<file path="src/pkg/bbc_pkg.sv">
/*
 * Constants, register map and carrier types of the bit-branch and CPU-control
 * execution slice.
 * Assumes one 10 MHz clock and an APB register port with 32-bit data.
 */
package bbc_pkg;
    // Register byte addresses
    localparam logic [7:0] OFS_CTRL    = 8'h00;
    localparam logic [7:0] OFS_INSTR   = 8'h04;
    localparam logic [7:0] OFS_OPERAND = 8'h08;
    localparam logic [7:0] OFS_PC      = 8'h0c;
    localparam logic [7:0] OFS_PSW     = 8'h10;
    localparam logic [7:0] OFS_RESULT  = 8'h14;
    localparam logic [7:0] OFS_STATUS  = 8'h18;
    // Control bits
    localparam int CTRL_GO   = 0;
    localparam int CTRL_WAKE = 1;
    // Status word field positions
    localparam int PSW_IE = 7, PSW_Z = 6, PSW_RBS1 = 5, PSW_AC = 4, PSW_RBS0 = 3, PSW_CY = 0;
    // Values after reset
    localparam logic [15:0] PC_RST  = 16'h0000;
    localparam logic [7:0]  PSW_RST = 8'h02;
    // Byte lengths
    localparam logic [2:0] LEN_1 = 3'h1, LEN_2 = 3'h2, LEN_3 = 3'h3, LEN_4 = 3'h4;
    // Clock counts, internal high-speed RAM column and other-area column
    localparam logic [7:0] CLK_2 = 8'h02, CLK_4 = 8'h04, CLK_6 = 8'h06, CLK_8 = 8'h08;
    localparam logic [7:0] CLK_9 = 8'h09, CLK_10 = 8'h0a, CLK_11 = 8'h0b, CLK_12 = 8'h0c;
    // Extra clocks when fetching from other than internal program ROM
    localparam logic [7:0] CLK_FETCH_EXT = 8'h02;

    typedef enum logic [3:0] {
        BBC_OP_BIT_SET, BBC_OP_BIT_CLEAR, BBC_OP_BIT_CLR_BR, BBC_OP_DEC_BR,
        BBC_OP_BANK, BBC_OP_NOP, BBC_OP_INT_ALLOW, BBC_OP_INT_BLOCK,
        BBC_OP_HALT, BBC_OP_STOP
    } bbc_op_t;

    typedef enum logic [2:0] {
        BBC_FORM_SADDR, BBC_FORM_SFR, BBC_FORM_ACC, BBC_FORM_PSW,
        BBC_FORM_PTR, BBC_FORM_REG_B, BBC_FORM_REG_C
    } bbc_form_t;

    // Layout of the instruction register
    typedef struct packed {
        logic [3:0] rsv;
        logic       fetch_ext;
        logic       area_ext;
        logic [3:0] m_wait;
        logic [3:0] n_wait;
        logic [7:0] offset;
        logic [2:0] bit_sel;
        bbc_form_t  form;
        bbc_op_t    op;
    } bbc_instr_t;
endpackage : bbc_pkg

</file>
<file path="src/hw/bbc_exec.sv">
/*
 * Execution unit for bit-test branches, decrement loops and CPU control,
 * reached over APB. Software loads an instruction, its operand byte, PC and
 * status word, then starts it; results and clock count read back afterwards.
 * Assumes an APB master on pclk and that software waits for busy to drop.
 */
`timescale 1ns/1ps
module bbc_exec (
    input  wire logic        pclk,
    input  wire logic        presetn,
    input  wire logic        psel,
    input  wire logic        penable,
    input  wire logic        pwrite,
    input  wire logic [7:0]  paddr,
    input  wire logic [31:0] pwdata,
    output logic      [31:0] prdata,
    output logic             pready,
    output logic             pslverr,
    output logic             int_enable,
    output logic      [1:0]  bank_select,
    output logic             clock_pause,
    output logic             deep_sleep
);
    typedef enum logic [1:0] {BBC_IDLE, BBC_EXEC, BBC_STANDBY} bbc_state_t;

    bbc_state_t          state_r;
    bbc_pkg::bbc_instr_t instr_r;
    logic [7:0]          operand_r;
    logic [15:0]         pc_r;
    logic [7:0]          psw_r;
    logic [7:0]          wb_r;
    logic                wb_valid_r;
    logic                taken_r;
    logic [7:0]          clk_last_r;
    logic [7:0]          count_r;
    logic                pause_r;
    logic                sleep_r;
    logic [31:0]         prdata_r;
    logic                pready_r;
    logic                pslverr_r;

    ////////////////////////////////////////////////////////////////////////////
    // APB slave: one wait state, registered answer
    logic       acc_en;
    logic       wr_en;
    logic       mapped;
    logic       start;
    logic       wake;
    logic [31:0] rd_mux;

    assign acc_en = psel && penable && pready_r;
    assign wr_en  = acc_en && pwrite;
    assign mapped = (paddr <= bbc_pkg::OFS_STATUS) && (paddr[1:0] == 2'b00);
    assign start  = wr_en && (paddr == bbc_pkg::OFS_CTRL) && pwdata[bbc_pkg::CTRL_GO] && (state_r == BBC_IDLE);
    assign wake   = wr_en && (paddr == bbc_pkg::OFS_CTRL) && pwdata[bbc_pkg::CTRL_WAKE] && (state_r == BBC_STANDBY);

    always_comb begin
        case (paddr)
            bbc_pkg::OFS_INSTR:   rd_mux = instr_r;
            bbc_pkg::OFS_OPERAND: rd_mux = {24'h000000, operand_r};
            bbc_pkg::OFS_PC:      rd_mux = {16'h0000, pc_r};
            bbc_pkg::OFS_PSW:     rd_mux = {24'h000000, psw_r};
            bbc_pkg::OFS_RESULT:  rd_mux = {22'h000000, taken_r, wb_valid_r, wb_r};
            bbc_pkg::OFS_STATUS:  rd_mux = {16'h0000, clk_last_r, 5'h00, sleep_r, pause_r, state_r == BBC_EXEC};
            default:              rd_mux = 32'h00000000;
        endcase
    end

    always_ff @(posedge pclk or negedge presetn) begin
        if (!presetn) begin
            pready_r  <= 1'b0;
            prdata_r  <= 32'h00000000;
            pslverr_r <= 1'b0;
        end else begin
            pready_r  <= psel && penable && !pready_r;
            if (psel && penable && !pready_r) begin
                prdata_r  <= pwrite ? 32'h00000000 : rd_mux;
                pslverr_r <= !mapped;
            end
        end
    end

    ////////////////////////////////////////////////////////////////////////////
    // Instruction evaluation
    logic [7:0]  tested;
    logic        bit_v;
    logic [7:0]  cleared;
    logic [7:0]  dec;
    logic [2:0]  len;
    logic [7:0]  base_clk;
    logic [7:0]  clocks;
    logic        taken;
    logic        wb_valid;
    logic [7:0]  wb_val;
    logic [7:0]  psw_n;
    logic [15:0] pc_n;
    logic        ext;

    always_comb begin
        tested   = (instr_r.form == bbc_pkg::BBC_FORM_PSW) ? psw_r : operand_r;
        bit_v    = tested[instr_r.bit_sel];
        cleared  = tested & ~(8'h01 << instr_r.bit_sel);
        dec      = operand_r - 8'h01;
        ext      = instr_r.area_ext;
        len      = bbc_pkg::LEN_2;
        base_clk = bbc_pkg::CLK_6;
        taken    = 1'b0;
        wb_valid = 1'b0;
        wb_val   = operand_r;
        psw_n    = psw_r;
        case (instr_r.op)
            bbc_pkg::BBC_OP_BIT_SET: begin
                taken = bit_v;
                case (instr_r.form)
                    bbc_pkg::BBC_FORM_SADDR: begin len = bbc_pkg::LEN_3; base_clk = ext ? bbc_pkg::CLK_9 : bbc_pkg::CLK_8; end
                    bbc_pkg::BBC_FORM_SFR:   begin len = bbc_pkg::LEN_4; base_clk = bbc_pkg::CLK_11; end
                    bbc_pkg::BBC_FORM_PSW:   begin len = bbc_pkg::LEN_3; base_clk = bbc_pkg::CLK_9; end
                    bbc_pkg::BBC_FORM_PTR:   begin len = bbc_pkg::LEN_3; base_clk = ext ? bbc_pkg::CLK_11 : bbc_pkg::CLK_10; end
                    default:                 begin len = bbc_pkg::LEN_3; base_clk = bbc_pkg::CLK_8; end
                endcase
            end
            bbc_pkg::BBC_OP_BIT_CLEAR: begin
                taken = !bit_v;
                case (instr_r.form)
                    bbc_pkg::BBC_FORM_SADDR: begin len = bbc_pkg::LEN_4; base_clk = ext ? bbc_pkg::CLK_11 : bbc_pkg::CLK_10; end
                    bbc_pkg::BBC_FORM_SFR:   begin len = bbc_pkg::LEN_4; base_clk = bbc_pkg::CLK_11; end
                    bbc_pkg::BBC_FORM_PSW:   begin len = bbc_pkg::LEN_4; base_clk = bbc_pkg::CLK_11; end
                    bbc_pkg::BBC_FORM_PTR:   begin len = bbc_pkg::LEN_3; base_clk = ext ? bbc_pkg::CLK_11 : bbc_pkg::CLK_10; end
                    default:                 begin len = bbc_pkg::LEN_3; base_clk = bbc_pkg::CLK_8; end
                endcase
            end
            bbc_pkg::BBC_OP_BIT_CLR_BR: begin
                taken = bit_v;
                case (instr_r.form)
                    bbc_pkg::BBC_FORM_SADDR: begin len = bbc_pkg::LEN_4; base_clk = ext ? bbc_pkg::CLK_12 : bbc_pkg::CLK_10; end
                    bbc_pkg::BBC_FORM_SFR:   begin len = bbc_pkg::LEN_4; base_clk = bbc_pkg::CLK_12; end
                    bbc_pkg::BBC_FORM_PSW:   begin len = bbc_pkg::LEN_4; base_clk = bbc_pkg::CLK_12; end
                    bbc_pkg::BBC_FORM_PTR:   begin len = bbc_pkg::LEN_3; base_clk = ext ? bbc_pkg::CLK_12 : bbc_pkg::CLK_10; end
                    default:                 begin len = bbc_pkg::LEN_3; base_clk = bbc_pkg::CLK_8; end
                endcase
                // Clearing a status word bit can hit the flags themselves
                if (instr_r.form == bbc_pkg::BBC_FORM_PSW) begin
                    psw_n = bit_v ? cleared : psw_r;
                end else begin
                    wb_valid = bit_v;
                    wb_val   = cleared;
                end
            end
            bbc_pkg::BBC_OP_DEC_BR: begin
                wb_valid = 1'b1;
                wb_val   = dec;
                taken    = (dec != 8'h00);
                if (instr_r.form == bbc_pkg::BBC_FORM_SADDR) begin
                    len      = bbc_pkg::LEN_3;
                    base_clk = ext ? bbc_pkg::CLK_10 : bbc_pkg::CLK_8;
                end
            end
            bbc_pkg::BBC_OP_BANK: begin
                base_clk = bbc_pkg::CLK_4;
                psw_n[bbc_pkg::PSW_RBS1] = instr_r.bit_sel[1];
                psw_n[bbc_pkg::PSW_RBS0] = instr_r.bit_sel[0];
            end
            bbc_pkg::BBC_OP_NOP: begin
                len      = bbc_pkg::LEN_1;
                base_clk = bbc_pkg::CLK_2;
            end
            bbc_pkg::BBC_OP_INT_ALLOW: psw_n[bbc_pkg::PSW_IE] = 1'b1;
            bbc_pkg::BBC_OP_INT_BLOCK: psw_n[bbc_pkg::PSW_IE] = 1'b0;
            default: ;
        endcase
        clocks = base_clk + (instr_r.form == bbc_pkg::BBC_FORM_PTR && ext ? {4'h0, instr_r.n_wait} : 8'h00)
               + (instr_r.op == bbc_pkg::BBC_OP_BIT_CLR_BR && instr_r.form == bbc_pkg::BBC_FORM_PTR && ext
                  ? {4'h0, instr_r.m_wait} : 8'h00)
               + (instr_r.fetch_ext ? bbc_pkg::CLK_FETCH_EXT : 8'h00);
        // Offset taken from the address of the next instruction
        pc_n = pc_r + {13'h0000, len} + (taken ? {{8{instr_r.offset[7]}}, instr_r.offset} : 16'h0000);
    end

    ////////////////////////////////////////////////////////////////////////////
    // Architectural state; results commit on the start write
    always_ff @(posedge pclk or negedge presetn) begin
        if (!presetn) begin
            instr_r   <= '0;
            operand_r <= 8'h00;
        end else if (wr_en && state_r == BBC_IDLE) begin
            if (paddr == bbc_pkg::OFS_INSTR)   instr_r   <= bbc_pkg::bbc_instr_t'(pwdata);
            if (paddr == bbc_pkg::OFS_OPERAND) operand_r <= pwdata[7:0];
        end
    end

    always_ff @(posedge pclk or negedge presetn) begin
        if (!presetn) begin
            pc_r  <= bbc_pkg::PC_RST;
            psw_r <= bbc_pkg::PSW_RST;
        end else if (start) begin
            pc_r  <= pc_n;
            psw_r <= psw_n;
        end else if (wr_en && state_r == BBC_IDLE) begin
            if (paddr == bbc_pkg::OFS_PC)  pc_r  <= pwdata[15:0];
            if (paddr == bbc_pkg::OFS_PSW) psw_r <= pwdata[7:0];
        end
    end

    always_ff @(posedge pclk or negedge presetn) begin
        if (!presetn) begin
            wb_r       <= 8'h00;
            wb_valid_r <= 1'b0;
            taken_r    <= 1'b0;
            clk_last_r <= 8'h00;
        end else if (start) begin
            wb_r       <= wb_val;
            wb_valid_r <= wb_valid;
            taken_r    <= taken;
            clk_last_r <= clocks;
        end
    end

    ////////////////////////////////////////////////////////////////////////////
    // Sequencer: busy for the instruction's clock count, then idle or standby
    always_ff @(posedge pclk or negedge presetn) begin
        if (!presetn) begin
            state_r <= BBC_IDLE;
            count_r <= 8'h00;
            pause_r <= 1'b0;
            sleep_r <= 1'b0;
        end else begin
            case (state_r)
                BBC_IDLE: if (start) begin
                    state_r <= BBC_EXEC;
                    count_r <= clocks - 8'h01;
                    pause_r <= (instr_r.op == bbc_pkg::BBC_OP_HALT);
                    sleep_r <= (instr_r.op == bbc_pkg::BBC_OP_STOP);
                end
                BBC_EXEC: begin
                    count_r <= count_r - 8'h01;
                    if (count_r == 8'h00) state_r <= (pause_r || sleep_r) ? BBC_STANDBY : BBC_IDLE;
                end
                BBC_STANDBY: if (wake) begin
                    state_r <= BBC_IDLE;
                    pause_r <= 1'b0;
                    sleep_r <= 1'b0;
                end
                default: state_r <= BBC_IDLE;
            endcase
        end
    end

    assign prdata      = prdata_r;
    assign pready      = pready_r;
    assign pslverr     = pslverr_r;
    assign int_enable  = psw_r[bbc_pkg::PSW_IE];
    assign bank_select = {psw_r[bbc_pkg::PSW_RBS1], psw_r[bbc_pkg::PSW_RBS0]};
    assign clock_pause = pause_r;
    assign deep_sleep  = sleep_r;

    logic st_set, st_clr, st_bcl, st_dec;
    assign st_set = start && instr_r.op == bbc_pkg::BBC_OP_BIT_SET;
    assign st_clr = start && instr_r.op == bbc_pkg::BBC_OP_BIT_CLEAR;
    assign st_bcl = start && instr_r.op == bbc_pkg::BBC_OP_BIT_CLR_BR;
    assign st_dec = start && instr_r.op == bbc_pkg::BBC_OP_DEC_BR;
endmodule : bbc_exec

</file>
<file path="config.mk">
export PLATFORM = sky130hd
export DESIGN_NAME = bbc_exec
export DESIGN_NICKNAME = d
export VERILOG_FILES = /design/src/pkg/bbc_pkg.sv /design/src/hw/bbc_exec.sv
export SDC_FILE = /design/constraint.sdc
export NUM_CORES = 1
export LEC_CHECK = 0
export CORE_ASPECT_RATIO = 0.8
export CORE_MARGIN = 2
export CORE_UTILIZATION = 53
export DETAILED_ROUTE_END_ITERATION = 8
export DONT_BUFFER_PORTS = 1
export GPL_ROUTABILITY_DRIVEN = 0
export GPL_TIMING_DRIVEN = 0
export PLACE_DENSITY = 0.67
export SETUP_SLACK_MARGIN = 0.3
export SLEW_MARGIN = 20
export SYNTH_ARGS = -nofsm -noshare
export SYNTH_HDL_FRONTEND = slang
export SYNTH_SLANG_ARGS = --single-unit
</file>
<file path="constraint.sdc">
create_clock -name pclk -period 7.25 [get_ports pclk]
set_clock_uncertainty 0.05 [all_clocks]
set_input_delay 0.3625 -clock pclk [delete_from_list [all_inputs] [get_ports pclk]]
set_output_delay 0.3625 -clock pclk [all_outputs]
set_load 0.02 [all_outputs]
</file>
-- Word-level counts from Yosys, hierarchy flattened
Cells that the tools add are included.
- flip-flop bits (word level): 128
- bits of input ports: 45
- add/sub/neg operators: 8
- $lt $le $gt $ge: 2
- equality and inequality tests: 30
- shift-type cells: 1
- mux-type cells: 53
- bitwise operators: 2
- reductions and logical operators: 44
- operator list (cell ; count):
    case mux 32 bit (6 select lines) ; 1
    2-to-1 mux 16 bit ; 4
    2-to-1 mux 8 bit ; 8
    2-to-1 mux 32 bit ; 1
    case mux 8 bit (2 select lines) ; 2
    == test 8 x 5 -> 1 bit, second input constant ; 3
    case mux 4 bit (6 select lines) ; 1
    subtractor 8 x 1 -> 8 bit, second input constant ; 3
    adder 16 bit ; 1
    adder 16 x 3 -> 16 bit ; 1
    adder 8 x 4 -> 8 bit ; 2
    == test 4 x 3 -> 1 bit, second input constant ; 4
    == test 8 x 4 -> 1 bit, second input constant ; 2
    logical NOT 8 bit ; 2
    AND reduction 5 bit ; 3
    logical AND 1 bit ; 14
    2-to-1 mux 2 bit ; 6
    2-to-1 mux 3 bit ; 4
    2-to-1 mux 4 bit ; 3
    case mux 3 bit (4 select lines) ; 1
    2-to-1 mux 1 bit ; 10
    case mux 1 bit (2 select lines) ; 5
    nonzero test 2 bit ; 5
    adder 8 x 2 -> 8 bit ; 1
    other kinds (35) ; 53

-- Logic depth before layout (Yosys ltp)
Gate-level depths: netlist of the first run.
- depth after elaboration: 10
- depth in mapped cells: 20
- depth with buffers taken out: 20

-- Worst setup path after synthesis of the first run
Ideal clock, no wire load.
- path kind: register to register
- from: reg instr_r[4] in the netlist's numbering
- to: reg pc_r[15]
- library setup time: 0.120 ns
- arrival: 4.157 ns
- slack: 2.923 ns
- cell stages (with the launch flop): 20
- buffers on the path: 1
- cells stage by stage: dfrtp_1 > buf_2 > nand3b_4 > mux4_2 > mux2i_4 > mux2i_1 > nor2_1 > nand2_1 > fa_1 > inv_1 > ha_1 > inv_1 > fa_1 > nand2b_1 > a21oi_1 > o211ai_1 > a21oi_1 > o211a_1 > or4_1 > a31o_1
- word-level cells in the longest chain between the ends: 9
- elaborated cells on any way between the ends: 17
- those cells by class: add/sub: 2; eq/ne: 2; mux: 10; reduce/logical: 3
- ends and longest elaborated chain (what ; RTL line ; RTL):
    from (decl) ; bbc_exec.sv:27 ; bbc_pkg::bbc_instr_t instr_r;
    from (signal assigned) ; bbc_exec.sv:186 ; if (paddr == bbc_pkg::OFS_INSTR) instr_r <= bbc_pkg::bbc_instr_t'(pwdata);
    parallel branches: the longest is 7 deep, another holds adder 16 x 3 -> 16 bit ; -- ;
    adder 16 bit * ; bbc_exec.sv:176 ; pc_n = pc_r + {13'h0000, len} + (taken ? {{8{instr_r.offset[7]}}, instr_r.offset} : 16'h0000);
    2-to-1 mux 16 bit * ; bbc_exec.sv:195 ; end else if (start) begin
    to (signal assigned) ; bbc_exec.sv:193 ; pc_r <= bbc_pkg::PC_RST;
    to (signal assigned) ; bbc_exec.sv:196 ; pc_r <= pc_n;
    to (signal assigned) ; bbc_exec.sv:199 ; if (paddr == bbc_pkg::OFS_PC) pc_r <= pwdata[15:0];
    to (decl) ; bbc_exec.sv:29 ; logic [15:0] pc_r;
Every way passes the cells marked *. The select of a mux whose other input is x is not followed.
A chain may end at the register's enable or synchronous reset.

-- Worst setup path in the final report of the first run
- from: reg operand_r[2]
- to: reg pc_r[15]
- word-level cells in the longest chain between the ends: 8
- elaborated cells on any way between the ends: 10
- those cells by class: add/sub: 2; mux: 6; reduce/logical: 2
- ends and longest elaborated chain (what ; RTL line ; RTL):
    from (decl) ; bbc_exec.sv:28 ; logic [7:0] operand_r;
    from (signal assigned) ; bbc_exec.sv:187 ; if (paddr == bbc_pkg::OFS_OPERAND) operand_r <= pwdata[7:0];
    parallel branches: the longest is 4 deep, another holds subtractor 8 x 1 -> 8 bit ; -- ;
    case mux 1 bit (3 select lines) * ; bbc_exec.sv:111 ; case (instr_r.op)
    2-to-1 mux 16 bit * ; bbc_exec.sv:176 ;
    adder 16 bit * ; bbc_exec.sv:176 ;
    2-to-1 mux 16 bit * ; bbc_exec.sv:195 ;
Marked as above.

==> out/results.tsv, run 1 <==
metric	value	unit
outcome	completed	
Seq/Total Area, Yosys	40.00	%
dpl cells	1013	
ys async rst share	100.0	%
worst hold margin	0.005918	ns
max-slew violations	0	
crit path buf inv count	3	
gr busiest metal	met2	
first-pass GRT wire length	38250	um
largest net degree at the start of global routing	127	
largest fanout on the critical path	8	
crit path time final	5.300	ns
register area	3154	um^2
most common cell after layout, fill and taps aside	dfrtp_1	
setup TNS	0	ns
Nets	936	
synthesized instance count	829	
# rows	39	
antenna violations before repair	0	
CP Data Arrival Time	5.57	ns
Max Root-Sink Buffers	2	
DRT iter0 DRCs	809	
crit-path cells	clkbuf_1 > mux2i_1 > mux4_2 > mux2i_4 > mux2i_1 > nor2_1 > nand2_1 > fa_1 > inv_1 > ha_1 > inv_1 > fa_1 > nand2b_1 > a21oi_1 > o211ai_1 > a21oi_1 > o211a_1 > or4_1 > a31o_1	
global route overflow	0	
Filler Cell Count	1191	
multi-input combinational cell area	4436	um^2
synthesized flop and latch total	126	
Final Hold Fails	0	
Yosys top cell by area	dfrtp_1	
clk sinks	126	
top cells by area, synth	dfrtp_1, mux2_2, mux2i_1, ha_1, o21ai_0	
Yosys top cell area share	39.67	%
Chip Width	140.4	um
final WL	23970	um
RSZ-0062 raised after global routing	no	
number of global-route vias before repair	6760	
worst-margin pin slew	0.9305	ns
Synth Flop Type	dfrtp_1	
routing usage on met1	45.83	%
syn_area_per_cell	9.512	um^2
ANT cells	0	
leakage power	0.004044	uW
global-route met3 utilization	8.760	%
1st-pass router iterations	7	
clk slew on worst S/H paths	0.06	ns
CTS tree	done	
Top Ports	84	
via count	6873	
Final setup viols	0	
Hold WC Path Type	primary input to flop	
Skew-Pair Late Insertion Delay	0.44	ns
fin cells	1047	
Die H	113.1	um
Initial Util	54.78	%
Crit. End Element	flop	
VDD IR max	0.1884	mV
Largest delay share family, worst path	simple AND/OR/NAND/NOR gates	
Worst Setup Start Kind	flop	
FMAX	188.7	MHz
yosys warns	0	
period utilization	73.10	%
Worst EP required	7.52	ns
layout cells sized above 1	11.12	%
EDFF count, synth	0	
drt drc	0	
clk root buf	clkbuf_16	
IO buf count	0	
core box area	14400	um^2
max_slew headroom	37.49	%
area grow syn2layout	11.42	%
Synth cell types	69	
Worst path slowest cell	or4_1	
most frequent cells in the layout	dfrtp_1, nand2_1, nor2_1, o21ai_0, a21oi_1	
number of max-cap violations	0	
Power Density	190.4	nW/um^2
cts bufs inserted	17	
H-tree depth	4	
Detail Placement HPWL	17640	um
Synth Cell Area	7885	um^2
Synthesized Nets	915	
Antenna Nets Post-Route	0	
type of the worst setup path	flop to flop	
Avg Vias per Cell	6.564	
post-DR wirelength/cell	22.90	um
full die area	15880	um^2
grt met2 use	46.73	%
setup bufs post-CTS	0	
Total GRT Usage	31.55	%
Max stage delay on crit path	0.52	ns
==> sequential cells by signal (all words and copies together) (netlist names) <==
name / count
prdata: 32
instr_r: 31
pc_r: 16
count_r: 8
operand_r: 8
psw_r: 8
wb_r: 8
clk_last_r: 6
state_r: 2
clock_pause: 1
deep_sleep: 1
ext: 1
pready: 1
pslverr: 1
taken_r: 1
wb_valid_r: 1
==> where the power goes <==
| group | internal (uW) | switching, uW | total, uW | leakage (uW) |
|---|---|---|---|---|
| clock network | 580 | 350 | 930 | 0.000309 |
| logic | 8.29 | 27.5 | 35.8 | 0.00201 |
| registers | 705 | 2.34 | 707 | 0.00172 |
==> worst paths after layout <==
check / from / endpoint / slack, ns / depth (start not counted)
worst max-delay path: operand_r[2] / pc_r[15] / 1.95 / 19
worst min-delay path: pwdata[1] / instr_r[1] / 0.006 / 2
worst max register to register: operand_r[2] / pc_r[15] / 1.95 / 19
worst min register to register: clk_last_r[5] / clk_last_r[5] / 0.43 / 1
max in group asynchronous: presetn / psw_r[3] / 6.17 / 2
min in group asynchronous: presetn / pc_r[13] / 0.49 / 2
==> worst reg2reg max path, delay by kind of cell, from the launching register on <==
family	cells	cell delay [ns]
AO/OA/AOI/OAI	5	1.07
flip-flops	1	0.32
multiplexers	4	1.08
AND/OR/NAND/NOR	4	1.24
adder cells (fa/ha/maj)	3	0.91
buffers and inverters	3	0.52
==> cells by family after synthesis <==
group,Yosys count,share of synthesized area (%)
and+or+nand+nor,252,15.49
AOI/OAI and AO/OA,230,18.74
DFF,126,40.00
muxes,91,12.77
buffers and inverters,72,3.745
adders and majority gates,41,7.363
xor gates and xnor gates,17,1.888
==> Yosys cell counts, drive strengths merged, types with 11 or more instances <==
library cell	count
a22o	16
a31oi	12
ha	32
nor2b	17
and2	11
mux2i	42
inv	20
nand2	82
clkbuf	46
nor3	18
dfrtp	125
a21oi	57
o21ai	63
nor2	67
mux2	47
==> repair_timing <==
| item | in CTS | in global routing |
|---|---|---|
| resized for setup | 0 | 0 |
| hold buffers | 2 | 0 |
| hold endpoints to repair | 126 | 0 |
==> cell type report <==
| class | instances | share of cell area, % |
|---|---|---|
| multi-input combinational | 631 | 50.48 |
| sequential | 126 | 35.90 |
| clock buffer | 17 | 4.842 |
| tap | 184 | 2.620 |
| buffer | 52 | 2.506 |
| clock inverter | 15 | 2.364 |
| inverter | 20 | 0.8545 |
| timing repair buffer | 2 | 0.4272 |
==> stage by stage <==
step	area [um^2]	setup WS [ns]	total power [uW]	utilization, %
2_1_floorplan	7885	2.923	734.6	-
3_3_place_gp	8115	2.220	739.0	56.38
3_5_place_dp	8115	2.095	739.6	56.38
4_1_cts	8786	2.066	1679	61.03
5_1_grt	8786	1.687	1711	61.03
6_report	8786	1.950	1673	61.03
==> routing by layer <==
layer  part of all wire [%]  wire length (um)
met1                     44             10530
met2                     43             10390
met3                     11              2551
met4                    2.1               501
met5                      0                 0
No activity file was read; power rests on OpenSTA's default activity.
==> run 2, diff against run 1 <==
--- a/config.mk
+++ b/config.mk
@@ -5,6 +5,7 @@
 export SDC_FILE = /design/constraint.sdc
 export NUM_CORES = 1
 export LEC_CHECK = 0
+export ABC_AREA = 1
 export CORE_ASPECT_RATIO = 0.8
 export CORE_MARGIN = 2
 export CORE_UTILIZATION = 53
==> constraint.sdc (replaced) <==
create_clock -name pclk -period 5.25 [get_ports pclk]
set_clock_uncertainty 0.05 [all_clocks]
set_input_delay 0.2625 -clock pclk [delete_from_list [all_inputs] [get_ports pclk]]
set_output_delay 0.2625 -clock pclk [all_outputs]
set_load 0.02 [all_outputs]
==> out/results.tsv, run 2 <==
metric	value	unit	change
outcome	completed		unchanged
DRT iter0 DRCs	910		was 809
Worst path slowest cell	dfrtp_1		was or4_1
top cells by area, synth	dfrtp_1, nand2_1, o21ai_0, inv_1, ha_1		was dfrtp_1, mux2_2, mux2i_1, ha_1, o21ai_0
crit path buf inv count	5		was 3
Skew-Pair Late Insertion Delay	0.43	ns	was 0.44 ns
via count	7585		was 6873
Total GRT Usage	32.44	%	was 31.55%
1st-pass router iterations	6		was 7
clk slew on worst S/H paths	0.06	ns	about the same
r2r setup slk	0.74	ns	was 1.95 ns
Detail Placement HPWL	18660	um	was 17640 um
most common cell in the netlist	nand2_1		was dfrtp_1
yosys warns	0		unchanged
clk root buf	clkbuf_16		unchanged
most common cell after layout, fill and taps aside	nand2_1		was dfrtp_1
Synth Cell Area	7911	um^2	was 7885 um^2
synthesized flop and latch total	126		unchanged
worst-margin pin slew	0.8960	ns	was 0.9305 ns
crit path time final	4.506	ns	was 5.300 ns
Max stage delay on crit path	0.46	ns	was 0.52 ns
Synth Flop Type	dfrtp_1		unchanged
worst hold margin	0.01011	ns	was 0.005918 ns
worst setup margin	0.7444	ns	was 1.950 ns
post-DR wirelength/cell	19.66	um	was 22.90 um
Power Total	2186	uW	was 1673 uW
number of global-route vias before repair	6969		was 6760
Final setup viols	0		unchanged
Worst Reg2Reg Path Length in Cells	24		was 19
RSZ-0062 raised after global routing	no		unchanged
combinational power share	3.1	%	was 2.1%
Die H	113.3	um	was 113.1 um
EDFF count, synth	0		unchanged
CP Data Arrival Time	4.75	ns	was 5.57 ns
commonest cells in the netlist	nand2_1, inv_1, o21ai_0, dfrtp_1, nor2_1		was dfrtp_1, nand2_1, nor2_1, o21ai_0, a21oi_1
period utilization	85.82	%	was 73.10%
syn_area_per_cell	7.726	um^2	was 9.512 um^2
VDD IR max	0.2199	mV	was 0.1884 mV
core box area	14440	um^2	was 14400 um^2
first-pass GRT wire length	39360	um	was 38250 um
Clock Power Share	52.3	%	was 55.6%
Worst Setup Start Kind	flop		unchanged
Max Root-Sink Buffers	2		unchanged
Largest delay share family, worst path	adder cells		was simple AND/OR/NAND/NOR gates
final WL	25010	um	was 23970 um
most frequent cells in the layout	nand2_1, inv_1, o21ai_0, dfrtp_1, nor2_1		was dfrtp_1, nand2_1, nor2_1, o21ai_0, a21oi_1
Avg Vias per Cell	5.963		was 6.564
Pint	1662	uW	was 1293 uW
full die area	15930	um^2	was 15880 um^2
Setup crit start	operand_r[0]		was operand_r[2]
Hold Path Cell Cnt	2		unchanged
Nets	1160		was 936
Initial Util	54.77	%	was 54.78%
max reg flops	32		unchanged
Final Hold Fails	0		unchanged
IO buf count	0		unchanged
FF-to-FF End	pc_r[11]		was pc_r[15]
largest net degree at the start of global routing	127		unchanged
max-slew violations	0		unchanged
switching share of power	23.98	%	was 22.71%
Synthesized Nets	1110		was 915
Worst EP required	5.49	ns	was 7.52 ns
leakage power	0.004443	uW	was 0.004044 uW
Crit. End Element	flop		unchanged
antenna violations before repair	0		unchanged
Yosys top cell by area	dfrtp_1		unchanged
setup bufs post-CTS	0		unchanged
reg2reg start	operand_r[0]		was operand_r[2]
Chip Width	140.6	um	was 140.4 um
Top Ports	84		unchanged
Net Switching	524.3	uW	was 379.8 uW
type of the worst setup path	flop to flop		unchanged
clk sinks	126		unchanged
Worst Hold Launch	pwdata[12]		was pwdata[1]
layout cells sized above 1	7.912	%	was 11.12%
Yosys top cell area share	39.54	%	was 39.67%
crit-path cells	inv_1 > ha_1 > inv_1 > nor2_1 > nand2_1 > xor2_1 > nor2_1 > nand3_1 > nand2_1 > nand3_2 > buf_6 > nand2_1 > fa_1 > inv_1 > ha_1 > inv_1 > fa_1 > o21ai_1 > nand3_1 > nand2_1 > a21oi_1 > xnor2_1 > o21ai_0 > o21ai_0		was clkbuf_1 > mux2i_1 > mux4_2 > mux2i_4 > mux2i_1 > nor2_1 > nand2_1 > fa_1 > inv_1 > ha_1 > inv_1 > fa_1 > nand2b_1 > a21oi_1 > o211ai_1 > a21oi_1 > o211a_1 > or4_1 > a31o_1
H-tree depth	4		unchanged
cts bufs inserted	17		unchanged
end of the worst hold path	instr_r[12]		was instr_r[1]
area grow syn2layout	14.19	%	was 11.42%
Seq/Total Area, Yosys	39.87	%	was 40.00%
Hold WC Path Type	primary input to flop		unchanged
CTS tree	done		unchanged
Power Density	242.0	nW/um^2	was 190.4 nW/um^2
setup TNS	0	ns	unchanged
Worst Setup Slack post-DPL	0.5854	ns	was 2.095 ns
drt drc	0		unchanged
largest fanout on the critical path	10		was 8
Filler Cell Count	1313		was 1191
number of max-cap violations	0		unchanged
ys async rst share	100.0	%	unchanged
global route overflow	0		unchanged
synthesized instance count	1024		was 829
Seq pwr share	44.6	%	was 42.3%
Synth cell types	54		was 69
max_slew headroom	38.72	%	was 37.49%
FMAX	221.9	MHz	was 188.7 MHz
# rows	39		unchanged
Antenna Nets Post-Route	0		unchanged
run 2: final cells by class:
cell class              count  area, um^2  area share [%]
clock inverters            12       112.6           1.247
flip-flops and latches    126        3154           34.92
repair buffers             31       327.8           3.629
diodes                      1       2.502         0.02770
plain buffers              36       165.2           1.828
inverters                 138       518.0           5.734
multi-input cells         724        4076           45.12
well taps                 184       230.2           2.548
clock buffers              20       446.7           4.945
run 2: power groups by stage:
stage          clock (uW)  sequential [uW]  combinational [uW]
6_report             1140              975                68.5
5_1_grt              1190              975                76.6
4_1_cts              1140              975                68.0
3_5_place_dp            0              992                28.2
3_3_place_gp            0              993                28.4
2_1_floorplan           0              992                18.4
run 2: routing by layer:
layer	wire length, um	global-route usage, %	vias to the layer above
met5	0	0	-
met1	11430	48.54	3533
met3	2959	10.03	41
met4	418	7.000	0
li1	-	-	3548
met2	10200	46.47	463
run 2: cell families after synthesis:
group	synth area share, %
buf+inv	8.635
fa+ha+maj	7.338
xor+xnor	1.439
flops	39.87
mux	0.7116
compound gates	19.79
simple gates	22.22
run 2: how the worst max path moves through the flow:
stage	cells past startpoint	slack, ns	to
CTS	20	0.57	pc_r[11]
detailed placement	20	0.59	pc_r[11]
global placement	20	0.54	pc_r[11]
floorplan	24	1.48	pc_r[11]
global route	24	0.41	pc_r[11]
finish	24	0.74	pc_r[11]
run 2: stage by stage:
stage	utilization (%)	instance area, um^2	std cells
after floorplan	-	7911	1024
after global placement	56.37	8142	1208
after detailed placement	56.37	8142	1208
after CTS	62.44	9019	1270
after global routing	62.53	9031	1271
final	62.54	9034	1272
run 2: what timing repair did:
action | 4_1_cts | 5_1_grt
resized for setup | 0 | 2
endpoints found under the hold margin | 160 | 1
endpoints found under the setup margin | 0 | 2
hold buffers | 30 | 1
